File: config.mk
export PLATFORM = sky130hd
export DESIGN_NAME = rss_reset_startup_sequencer
export DESIGN_NICKNAME = d
export VERILOG_FILES = /design/src/rss_edge_count.v /design/src/rss_reset_startup_sequencer.v
export VERILOG_INCLUDE_DIRS = /design/src
export SDC_FILE = /design/constraint.sdc
export NUM_CORES = 1
export LEC_CHECK = 0
export BUFFER_PORTS_ARGS = -buffer_cell sky130_fd_sc_hd__buf_2
export CORE_MARGIN = 10
export CORE_UTILIZATION = 50
export DETAILED_ROUTE_END_ITERATION = 10
export PLACE_DENSITY = 0.66
export SLEW_MARGIN = 0
export SYNTH_ARGS = -nofsm -noshare
export SYNTH_HDL_FRONTEND = slang
export SYNTH_HIERARCHICAL = 1
export SYNTH_SLANG_ARGS = --single-unit
File: constraint.sdc
create_clock -name ref_clk -period 3.9 [get_ports ref_clk]
set_input_delay 0.39 -clock ref_clk [delete_from_list [all_inputs] [get_ports ref_clk]]
set_output_delay 0.39 -clock ref_clk [all_outputs]
set_load 0.01 [all_outputs]
File: src/rss_defs.vh
// Constants for the reset and start-up sequencer.
// Assumes a 250 MHz ref_clk; included by bare name.
`ifndef RSS_DEFS_VH
`define RSS_DEFS_VH
// Power-up delay, milliseconds, and its RC tick count
`define RSS_PWRUP_MS 72
`define RSS_RC_KHZ 32
`define RSS_PWRUP_TICKS (`RSS_PWRUP_MS * `RSS_RC_KHZ)
// Oscillator start-up count, oscillator input cycles
`define RSS_OST_CYCLES 1024
// Brown-out dip filter, nanoseconds, and derived ref_clk cycles
`define RSS_CLK_NS 4
`define RSS_BOR_MIN_NS 100000
`define RSS_BOR_CYCLES ((`RSS_BOR_MIN_NS + `RSS_CLK_NS - 1) / `RSS_CLK_NS)
// Oscillator mode encodings
`define RSS_MODE_LP 2'h0
`define RSS_MODE_XT 2'h1
`define RSS_MODE_HS 2'h2
`define RSS_MODE_RC 2'h3
`endif

File: src/rss_edge_count.v
// Counts rising edges of a sampled slow input up to a terminal value.
// Assumes edge_in is already synchronous to ref_clk.
`timescale 1ns/1ps
`default_nettype none
module rss_edge_count #(
    parameter WIDTH = 12,
    parameter [WIDTH-1:0] TERMINAL = 12'h400
) (
    // Clock and reset
    input wire ref_clk,
    input wire reset_n,
    // Control
    input wire clear,
    input wire run,
    input wire edge_in,
    // Status
    output wire done
);
    reg [WIDTH-1:0] count_reg;
    reg [WIDTH-1:0] count_next;
    reg prev_reg;

    assign done = (count_reg == TERMINAL);

    always @*
    begin
        count_next = count_reg;
        if (clear)
            count_next = {WIDTH{1'b0}};
        else if (run && !done && edge_in && !prev_reg)
            count_next = count_reg + {{(WIDTH-1){1'b0}}, 1'b1};
    end

    always @(posedge ref_clk or negedge reset_n)
    begin
        if (!reset_n)
        begin
            count_reg <= {WIDTH{1'b0}};
            prev_reg <= 1'b0;
        end
        else
        begin
            count_reg <= count_next;
            prev_reg <= edge_in;
        end
    end
endmodule
`default_nettype wire

File: src/rss_reset_startup_sequencer.v
// Reset and start-up sequencer: power-on pulse, power-up timer,
// oscillator start-up timer and brown-out reset.
// Assumes analog comparators give por_detect and supply_low, and that
// the RC oscillator and oscillator input are sampled on ref_clk.
`timescale 1ns/1ps
`default_nettype none
`include "rss_defs.vh"

module rss_reset_startup_sequencer #(
    parameter PWRUP_TICKS = `RSS_PWRUP_TICKS,
    parameter BOR_CYCLES = `RSS_BOR_CYCLES
) (
    // Clock and reset
    input wire ref_clk,
    input wire reset_n,
    // Analog monitors
    input wire por_detect,
    input wire supply_low,
    // Clock sources
    input wire rc_osc,
    input wire oscillator_input,
    // Configuration
    input wire power_up_timer_enable,
    input wire brown_out_enable_bit,
    input wire [1:0] osc_mode,
    // Wake-up from sleep
    input wire wake_from_sleep,
    // Status
    output reg chip_reset,
    output reg brown_out_reset,
    output reg power_up_timer_active,
    output reg oscillator_startup_timer_active
);
    localparam ST_POR = 3'h0;
    localparam ST_BOR = 3'h1;
    localparam ST_POWER_UP_TIMER = 3'h2;
    localparam ST_OST = 3'h3;
    localparam ST_RUN = 3'h4;

    reg [2:0] state_reg;
    reg [2:0] state_next;
    reg [31:0] power_up_timer_reg;
    reg [31:0] power_up_timer_next;
    reg [31:0] dip_reg;
    reg [31:0] dip_next;
    reg rc_prev_reg;
    reg ost_needed_reg;
    reg ost_needed_next;
    wire rc_tick;
    wire bor_trip;
    wire power_up_timer_done;
    wire ost_done;
    wire ost_clear;
    wire crystal_mode;

    assign rc_tick = rc_osc && !rc_prev_reg;
    assign power_up_timer_done = (power_up_timer_reg == PWRUP_TICKS);
    // Brown-out only when enabled, and only once the dip outlasts the filter
    assign bor_trip = brown_out_enable_bit
        && (dip_reg == BOR_CYCLES);
    assign crystal_mode = (osc_mode == `RSS_MODE_XT)
        || (osc_mode == `RSS_MODE_LP)
        || (osc_mode == `RSS_MODE_HS);
    // Held clear outside the count, so a wake-up count starts from zero
    assign ost_clear = (state_reg != ST_OST);

    rss_edge_count #(
        .WIDTH(12),
        .TERMINAL(12'h400)
    ) u_ost (
        .ref_clk(ref_clk),
        .reset_n(reset_n),
        .clear(ost_clear),
        .run(state_reg == ST_OST),
        .edge_in(oscillator_input),
        .done(ost_done)
    );

    always @*
    begin
        dip_next = dip_reg;
        if (!supply_low)
            dip_next = 32'h0;
        else if (dip_reg != BOR_CYCLES)
            dip_next = dip_reg + 32'h1;
    end

    always @*
    begin
        state_next = state_reg;
        ost_needed_next = ost_needed_reg;
        case (state_reg)
            ST_POR:
                if (!por_detect)
                begin
                    state_next = ST_POWER_UP_TIMER;
                    ost_needed_next = crystal_mode;
                end
            ST_BOR:
                if (!supply_low)
                    state_next = ST_POWER_UP_TIMER;
            ST_POWER_UP_TIMER:
                if (!power_up_timer_enable || power_up_timer_done)
                    state_next = ost_needed_reg ? ST_OST : ST_RUN;
            ST_OST:
                if (ost_done)
                    state_next = ST_RUN;
            ST_RUN:
                if (wake_from_sleep && crystal_mode)
                begin
                    state_next = ST_OST;
                    ost_needed_next = 1'b1;
                end
            default:
                state_next = ST_POR;
        endcase
        // Power-on and brown-out take priority over every state
        if (por_detect)
            state_next = ST_POR;
        else if (bor_trip)
            state_next = ST_BOR;
    end

    always @*
    begin
        power_up_timer_next = power_up_timer_reg;
        if (state_next != ST_POWER_UP_TIMER || state_reg != ST_POWER_UP_TIMER)
            power_up_timer_next = 32'h0;
        else if (rc_tick && !power_up_timer_done)
            power_up_timer_next = power_up_timer_reg + 32'h1;
    end

    always @(posedge ref_clk or negedge reset_n)
    begin
        if (!reset_n)
        begin
            state_reg <= ST_POR;
            power_up_timer_reg <= 32'h0;
            dip_reg <= 32'h0;
            rc_prev_reg <= 1'b0;
            ost_needed_reg <= 1'b0;
            chip_reset <= 1'b1;
            brown_out_reset <= 1'b0;
            power_up_timer_active <= 1'b0;
            oscillator_startup_timer_active <= 1'b0;
        end
        else
        begin
            state_reg <= state_next;
            power_up_timer_reg <= power_up_timer_next;
            dip_reg <= dip_next;
            rc_prev_reg <= rc_osc;
            ost_needed_reg <= ost_needed_next;
            // Wake-up start-up wait asserts chip_reset too, like every state but run
            chip_reset <= (state_next != ST_RUN);
            brown_out_reset <= (state_next == ST_BOR);
            power_up_timer_active <= (state_next == ST_POWER_UP_TIMER);
            oscillator_startup_timer_active <= (state_next == ST_OST);
        end
    end
endmodule
`default_nettype wire

After elaboration in Yosys (flattened, before gate mapping)
Cells that the tools add are included.

Register bits: 86. Bits in latches: 0. Memory bits (writable): 0. ROM bits: 0. Input bits: 11. Memories kept: 0.

Add/sub/neg operators: 3. Multipliers: 0. Div/mod/pow operators: 0. $lt $le $gt $ge: 0. Eq/ne operators: 20. Shift-type cells: 0. Multiplexer cells: 17. Bitwise gates (word level): 0. Reduce and logical (&&, ||, !) cells: 22.

Operators by type and width (count): $mux W32 (4); $add A32 B1 Y32 const B (2); $eq A32 B12 Y1 const B (1); $eq A32 B15 Y1 const B (1); $ne A32 B15 Y1 const B (1); $mux W12 (2); $mux W3 (7); $pmux W3 S5 (1); $add A12 B1 Y12 const B (1); $eq A12 B11 Y1 const B (1); $eq A3 B2 Y1 const B (4); $ne A3 B2 Y1 const B (3); $logic_and A1 B1 Y1 (7); $eq A3 B1 Y1 const B (2); $reduce_bool A2 Y1 (3); $logic_not A1 Y1 (5); $logic_or A1 B1 Y1 (4); $ne A2 B2 Y1 const B (2); $eq A3 B3 Y1 const B (1); $logic_not A3 Y1 (1); $ne A3 B3 Y1 const B (1); $reduce_and A3 Y1 (1); $eq A2 B1 Y1 const B (1); $eq A2 B2 Y1 const B (1); 4 further kinds (5).

Longest topological paths before layout
Gate-level depths: netlist (run 1).

Depth after elaboration: 11. Depth in mapped cells: 9.

By module
The synthesis (run 1) kept the hierarchy.

Modules (own cells, without submodules): rss_reset_startup_sequencer (instances 1, cells each 416, area an instance 3928.8 um^2, sequential area each 1828.0 um^2); rss_edge_count (instances 1, cells each 70, area an instance 728.2 um^2, sequential area each 325.3 um^2).

Worst setup path after synthesis (run 1)
No wires, ideal clock.

Path type: register -> register. Start point: reg dip_reg[0]. End point: reg power_up_timer_reg[10]. Arrival: 1.918 ns. Data required time: 3.766 ns. Setup slack: 1.848 ns. Stages on the path, launching flop included: 9. Clock period less this slack: 2.052 ns. Path through: dfrtp_1 > inv_1 > ha_1 > nor4b_1 > nand4_1 > or4b_1 > o211ai_2 > buf_4 > nor3_1.

Cells in the longest elaborated chain, start to end: 7.

RTL lines: start: declaration (line rss_reset_startup_sequencer.v:44) `reg [31:0] dip_reg;`; start signal: assignment (line rss_reset_startup_sequencer.v:151) `dip_reg <= dip_next;`; $eq A32 B15 Y1 * (line rss_reset_startup_sequencer.v:60) `&& (dip_reg == BOR_CYCLES);`; $logic_and A1 B1 Y1 * (line rss_reset_startup_sequencer.v:60); $mux W3 * (line rss_reset_startup_sequencer.v:120) `else if (bor_trip)`; $mux W3 * (line rss_reset_startup_sequencer.v:118) `if (por_detect)`; $ne A3 B2 Y1 * (line rss_reset_startup_sequencer.v:127) `if (state_next != ST_POWER_UP_TIMER || state_reg != ST_POWER_UP_TIMER)`; $logic_or A1 B1 Y1 * (line rss_reset_startup_sequencer.v:127); $mux W32 / $reduce_bool A2 Y1 (equally long branches); end signal: assignment (line rss_reset_startup_sequencer.v:150) `power_up_timer_reg <= power_up_timer_next;`; end: declaration (line rss_reset_startup_sequencer.v:42) `reg [31:0] power_up_timer_reg;`.

Every way passes the cells marked *; elsewhere a longest branch is shown, timed or not. A chain may end at the register's enable or synchronous reset.

Worst setup path in the final report (run 1)
Start point: reg dip_reg[0]. End point: reg power_up_timer_active.

Cells in the longest elaborated chain, start to end: 5.

RTL lines: $eq A32 B15 Y1 (line rss_reset_startup_sequencer.v:60); $logic_and A1 B1 Y1 (line rss_reset_startup_sequencer.v:60); $mux W3 (line rss_reset_startup_sequencer.v:120); $mux W3 (line rss_reset_startup_sequencer.v:118); $eq A3 B2 Y1 (line rss_reset_startup_sequencer.v:157) `power_up_timer_active <= (state_next == ST_POWER_UP_TIMER);`; end signal: assignment (line rss_reset_startup_sequencer.v:157); end: declaration (line rss_reset_startup_sequencer.v:31) `output reg power_up_timer_active,`.

No other way between the ends.

==> summary.md, run 1 <==
| Metric | Value |
|---|---|
| Most frequent cells in the layout | dfrtp_1, nor3_1, nor2_1 |
| Count of unique library cells instantiated by Yosys | 57 |
| Top delay family on crit path | simple AND/OR/NAND/NOR gates |
| R2R depth | 8 |
| Most common cell after layout, fill and taps aside | dfrtp_1 |
| Reg area | 0.00215 sq mm |
| Period utilization | 0.635 |
| R2r endpoint | power_up_timer_active |
| Ant. Diodes | 0 |
| Port Buffers | 14 |
| Post-synth EDFFs | 0 |
| Total gr overflow | 0 |
| Dpl hpwl | approximately 6400 microns |
| Total Wirelength | 9240 microns |
| Area growth from synthesis to layout | 7.76% |
| Avg Inst Size Synth | 9.58 sq um |
| Layout cells sized above 1 | 0.106 |
| Max IR drop VDD | 0.140 mV |
| Die X | roughly 120 microns |
| Final setup viols | 0 |
| GR Util All Layers | 0.149 |
| Final Skew | roughly 12 ps |
| Mapped Cells | roughly 490 |
| H-tree depth | 3 |
| Yosys top cell by area | dfrtp_1 |
| Post-CTS sizing | 0 |
| CP Buf/Inv Count | 2 |
| Footprint of the multi-input gates | 0.00234 sq mm |
| Largest net degree at the start of global routing | 59 |
| Worst hold path type | in2async |
| IO Pins | 15 |
| WP data required | 4150 ps |
| MaxCap Viol Count | 0 |
| Outcome | completed |
| Via count | between 3000 and 4000 |
| Core area | approximately 0.009 sq mm |
| Site row count | 35 |
| CP endpoint | power_up_timer_active |
| Flop2flop setup slack | ~1400 ps |
| Die area | roughly 0.014 sq mm |
| Fillers | just under 800 |
| DR iter-0 viols | around 250 |
| Setup TNS | 0 ps |
| CTS clk-pin slew, worst paths | 90 ps |
| Total setup buffers inserted after CTS | 0 |
| First-pass GRT wire length | around 17000 microns |
| FMAX | about 400 MHz |
| CTS buffer count | 9 |
| Starting Density | 0.509 |
| Power per cell area | 355 mW/mm^2 |
| RD Place Congestion | a little over 0.8 |
| # DRC | 0 |
| CP max stage delay | 620 ps |
| Slew at the pin closest to its max-slew limit | 975 ps |
| Slowest CP cell | or4b_1 |
| Fin nets | a little over 500 |
| Critical Path End Type | flip-flop |
| Pleak | just over 2 nW |
| Max_slew headroom | 0.350 |
| Sequential-to-total area share from yosys stat | 0.462 |
| Initial antenna violation count | 0 |
| Worst Setup Path Type | reg2reg |
| Max-slew violation count | 0 |
| Fin crit period | 2480 ps |
| Synthesis-stage register bit count | 86 |
| Levels on crit path | 8 |
| DR vias/cell | 5.84 |
| TritonRoute pass-1 iters | 5 |
| Worst path cell trace | inv_1 > ha_1 > nor4b_1 > nand4_1 > or4b_1 > o211ai_2 > buf_4 > and3b_1 |
| Skew-Pair Late Insertion Delay | ~350 ps |
| Most used DFF post-synth | dfrtp_1 |
| TritonCTS clock tree | done |
| Reg2Reg Launch Point | dip_reg[0] |
| Worst hold slack | 91.9 ps |
| Unrepaired setup endpoints after global routing | no |
| Arrival time worst endpoint | between 2000 and 3000 ps |
| Number of global-route vias before repair | 3445 |
| Ys async rst share | 1.00 |
| Post-Syn Area | between 0.004 and 0.005 sq mm |
| Startpoint types | flip-flop |
| Syn. warnings | 6 |
| Chip height | around 120 microns |
| Yosys top cell area share | 0.457 |
| Cts hold-fix bufs | 0 |
| Synth area leaders | dfrtp_1, xor2_1, xnor2_1 |
| CTS Root Cell | clkbuf_8 |
| Syn Nets | 503 |
| Fin. Hold Viols | 0 |
| Crit-path max FO | 35 |
| Longest Clk Path Bufs | 2 |
| Detail Route Antenna Nets | 0 |
| CP startpoint | dip_reg[0] |
| Routed wire length per instance | roughly 15 microns |
| CTS Sinks | 86 |
-- cells by family (layout without fill, tap and decap cells) --
family / count (synthesis) / after routing / synth area share
buffers and inverters: 38 / 53 / 0.0341
xor gates and xnor gates: 65 / 65 / 0.122
muxes: 4 / 4 / 0.00860
DFF: 86 / 86 / 0.462
and+or+nand+nor: 247 / 247 / 0.301
AOI/OAI and AO/OA: 40 / 40 / 0.0551
adders and majority gates: 6 / 6 / 0.0161
-- power breakdown --
group	total, mW	internal, mW	leakage (nW)	switching, mW
registers	0.928	0.910	1.19	0.0181
clock network	0.678	0.363	0.0998	0.316
logic	0.174	0.0510	0.730	0.123
-- cells in the mapped netlist (9+ instances only) --
cell / number
a21oi_1: 12
and3_1: 9
clkbuf_1: 12
dfrtp_1: 85
inv_1: 21
nand2_1: 24
nand3_1: 27
nand4_1: 21
nor2_1: 47
nor3_1: 50
nor4_1: 20
o21ai_0: 12
xnor2_1: 31
xor2_1: 34
-- worst min path at each step --
stage                                        to  slack, ps  cells past startpoint    start
final                     power_up_timer_reg[4]         90                      1  reset_n
after global placement    power_up_timer_reg[3]        500                      1  reset_n
after detailed placement  power_up_timer_reg[3]        510                      1  reset_n
after CTS                 power_up_timer_reg[3]        120                      1  reset_n
after floorplan                 brown_out_reset         90                      0  reset_n
after global routing      power_up_timer_reg[4]        150                      1  reset_n
-- per-stage QoR --
step                      utilization  setup WS (ps)  cell area [sq um]  power, mW  cells
after floorplan                     -           1850               4660       1.06    486
after global placement          0.525           1450               4800       1.12    596
after detailed placement        0.525           1400               4800       1.12    596
after CTS                       0.548           1380               5020       1.80    612
after global routing            0.548           1200               5020       1.88    612
final                           0.548           1420               5020       1.78    612
-- routing by layer --
layer,routed length (microns),vias to the layer above,GRT usage
li1,-,1760,-
met1,4670,1745,0.208
met2,4140,57,0.226
met3,346,10,0.0339
met4,94,0,0.0425
met5,0,-,0
-- area by class of cell --
cell class | instances | share of cell area
clock buffer | 11 | 0.0262
clock inverter | 5 | 0.0167
inverter | 21 | 0.0157
multi-input combinational | 362 | 0.467
sequential | 86 | 0.429
tap | 111 | 0.0277
timing repair buffer | 16 | 0.0175
Note: power is estimated with default switching activity, not from simulation.
==> run 2, diff against run 1 <==
--- a/config.mk
+++ b/config.mk
@@ -10,7 +10,7 @@
 export CORE_MARGIN = 10
 export CORE_UTILIZATION = 50
 export DETAILED_ROUTE_END_ITERATION = 10
-export PLACE_DENSITY = 0.66
+export PLACE_DENSITY = 0.69
 export SLEW_MARGIN = 0
 export SYNTH_ARGS = -nofsm -noshare
 export SYNTH_HDL_FRONTEND = slang
==> constraint.sdc (replaced) <==
create_clock -name ref_clk -period 2 [get_ports ref_clk]
set_input_delay 0.2 -clock ref_clk [delete_from_list [all_inputs] [get_ports ref_clk]]
set_output_delay 0.2 -clock ref_clk [all_outputs]
set_load 0.01 [all_outputs]
==> summary.md, run 2 (synthesized netlist as in run 1, its figures left out) <==
| Metric | Value |
|---|---|
| Outcome | complete, but fails checks |
| Failing checks | negative setup slack |
| Area after DPL | 0.00540 sq mm (+12%) |
| Pleak | 2.52 nW (+25%) |
| Chip height | 117 microns (unchanged) |
| TritonRoute pass-1 iters | 4 (-1) |
| Slowest CP cell | or4b_4 |
| Max-slew violation count | 0 (unchanged) |
| # DRC | 0 (unchanged) |
| Worst hold path type | in2reg |
| Fin. Hold Viols | 0 (unchanged) |
| DR iter-0 viols | 244 (-1.2%) |
| Power per cell area | 638 mW/mm^2 (+80%) |
| IO Pins | 15 (unchanged) |
| Power Total | 3.82 mW (+110%) |
| NetSw | 1.01 mW (+120%) |
| Dpl hpwl | 7390 microns (+16%) |
| Fin nets | 591 (+15%) |
| MaxCap Viol Count | 0 (unchanged) |
| Ant. Diodes | 0 (unchanged) |
| DP Worst Slack | -100 ps (-1500 ps) |
| Max IR drop VDD | 0.345 mV (+150%) |
| Final Non-Filler Cells | 689 (+13%) |
| Cells after DPL | 665 (+12%) |
| CP max stage delay | 510 ps (-110 ps) |
| Via count | 3928 (+10%) |
| Core area | 0.00915 sq mm (unchanged) |
| Port Buffers | 14 (unchanged) |
| Die X | 117 microns (unchanged) |
| Largest net degree at the start of global routing | 43 (-27%) |
| Internal power | 2.80 mW (+110%) |
| Worst hold slack | 15.9 ps (-76.0 ps) |
| Startpoint types | flip-flop |
| CP Buf/Inv Count | 2 (unchanged) |
| Register share of total power | 0.475 (-0.046) |
| Worst path cell trace | nand4bb_1 > nor2_1 > or4b_4 > o211ai_4 > buf_12 > clkbuf_16 > nor3_1 |
| Max_slew headroom | 0.629 (+0.279) |
| Most frequent cells in the layout | dfrtp_1, buf_4, nor2_1 |
| CTS Root Cell | clkbuf_8 |
| H-tree depth | 3 (unchanged) |
| TritonCTS clock tree | done |
| DR vias/cell | 5.70 (-2.3%) |
| Clock Power Share | 0.355 (-0.026) |
| Number of global-route vias before repair | 3840 (+11%) |
| Total Wirelength | 10900 microns (+18%) |
| Final worst slack | -125 ps (-1550 ps) |
| RD Place Congestion | 0.902 (+9.6%) |
| Final Skew | 17.5 ps (+5.22 ps) |
| Most common cell after layout, fill and taps aside | dfrtp_1 |
| Arrival time worst endpoint | 2360 ps (-370 ps) |
| CTS buffer count | 9 (unchanged) |
| Top delay family on crit path | simple AND/OR/NAND/NOR gates |
| FMAX | 471 MHz (+17%) |
| GR Util All Layers | 0.165 (+0.0162) |
| Longest Clk Path Bufs | 2 (unchanged) |
| First-pass GRT wire length | 18200 microns (+9.4%) |
| Fin crit period | 2130 ps (-353 ps) |
| Area growth from synthesis to layout | 28.4% |
| Initial antenna violation count | 0 (unchanged) |
| Total gr overflow | 0 (unchanged) |
| Site row count | 35 (unchanged) |
| Skew-Pair Late Insertion Delay | 360 ps (about the same) |
| Combinational Power Share | 0.169 (+0.071) |
| CTS Sinks | 86 (unchanged) |
| Final setup viols | 36 (+36) |
| Unrepaired setup endpoints after global routing | yes |
| Crit-path max FO | 8 (-77%) |
| WP data required | 2240 ps (-1910 ps) |
| Die area | 0.0136 sq mm (unchanged) |
| Period utilization | 1.06 (+0.427) |
| Detail Route Antenna Nets | 0 (unchanged) |
| Sw Ratio | 0.265 (+0.00876) |
| Final instance area | 0.00598 sq mm (+19%) |
| CTS clk-pin slew, worst paths | 90 ps (about the same) |
| Layout cells sized above 1 | 0.294 (+0.188) |
| Starting Density | 0.509 (unchanged) |
| Routed wire length per instance | 15.8 microns (+4.5%) |
| Worst Setup Path Type | reg2reg |
| Slew at the pin closest to its max-slew limit | 557 ps (-418 ps) |
| Critical Path End Type | flip-flop |
-- run 2: power by group through the flow --
stage / Combinational [mW] / Clock, mW / Sequential (mW)
after floorplan: 0.256 / 0 / 1.84
after global placement: 0.463 / 0 / 1.84
after detailed placement: 0.474 / 0 / 1.84
after CTS: 0.492 / 1.40 / 1.81
after global routing: 0.696 / 1.48 / 1.82
final: 0.646 / 1.36 / 1.81
-- run 2: routing by layer --
layer / vias up / global-route usage / wire length, microns
met3: 10 / 0.0267 / 289
met4: 0 / 0.0617 / 125
met2: 52 / 0.267 / 5330
met5: - / 0 / 0
li1: 1912 / - / -
met1: 1954 / 0.219 / 5130
-- run 2: metrics by stage --
stage	utilization	TNS (ps)
floorplan	-	0
CTS	0.621	-132
global route	0.653	-5460
detailed placement	0.590	-2190
global placement	0.590	-1670
finish	0.653	-3570
-- run 2: what timing repair did --
| item | 4_1_cts | 5_1_grt |
|---|---|---|
| setup endpoints to repair | 36 | 45 |
| pin swaps | 2 | 11 |
| setup buffers | 1 | 2 |
| hold endpoints to repair | 41 | 0 |
| gates resized for setup | 8 | 38 |
| hold buffers | 2 | 0 |
| gates cloned | 0 | 4 |
-- run 2: worst paths after layout --
check                                         from                     end  slack, ps  cells after the start
max in group asynchronous                  reset_n              chip_reset       1000                      3
min in group asynchronous                  reset_n     u_ost/count_reg[11]        370                      2
worst min register to register  u_ost/count_reg[1]      u_ost/count_reg[1]        570                      2
worst max register to register         dip_reg[10]  power_up_timer_reg[23]       -130                      7
worst min-delay path              oscillator_input          u_ost/prev_reg         20                      1
worst max-delay path                   dip_reg[10]  power_up_timer_reg[23]       -130                      7
-- run 2: cell type report --
| class | instances | area [sq um] |
|---|---|---|
| sequential | 86 | 2160 |
| multi-input combinational | 362 | 2570 |
| inverter | 21 | 78.8 |
| clock buffer | 10 | 138 |
| clock inverter | 5 | 83.8 |
| tap | 111 | 139 |
| fill | 704 | 3170 |
| timing repair buffer | 94 | 817 |
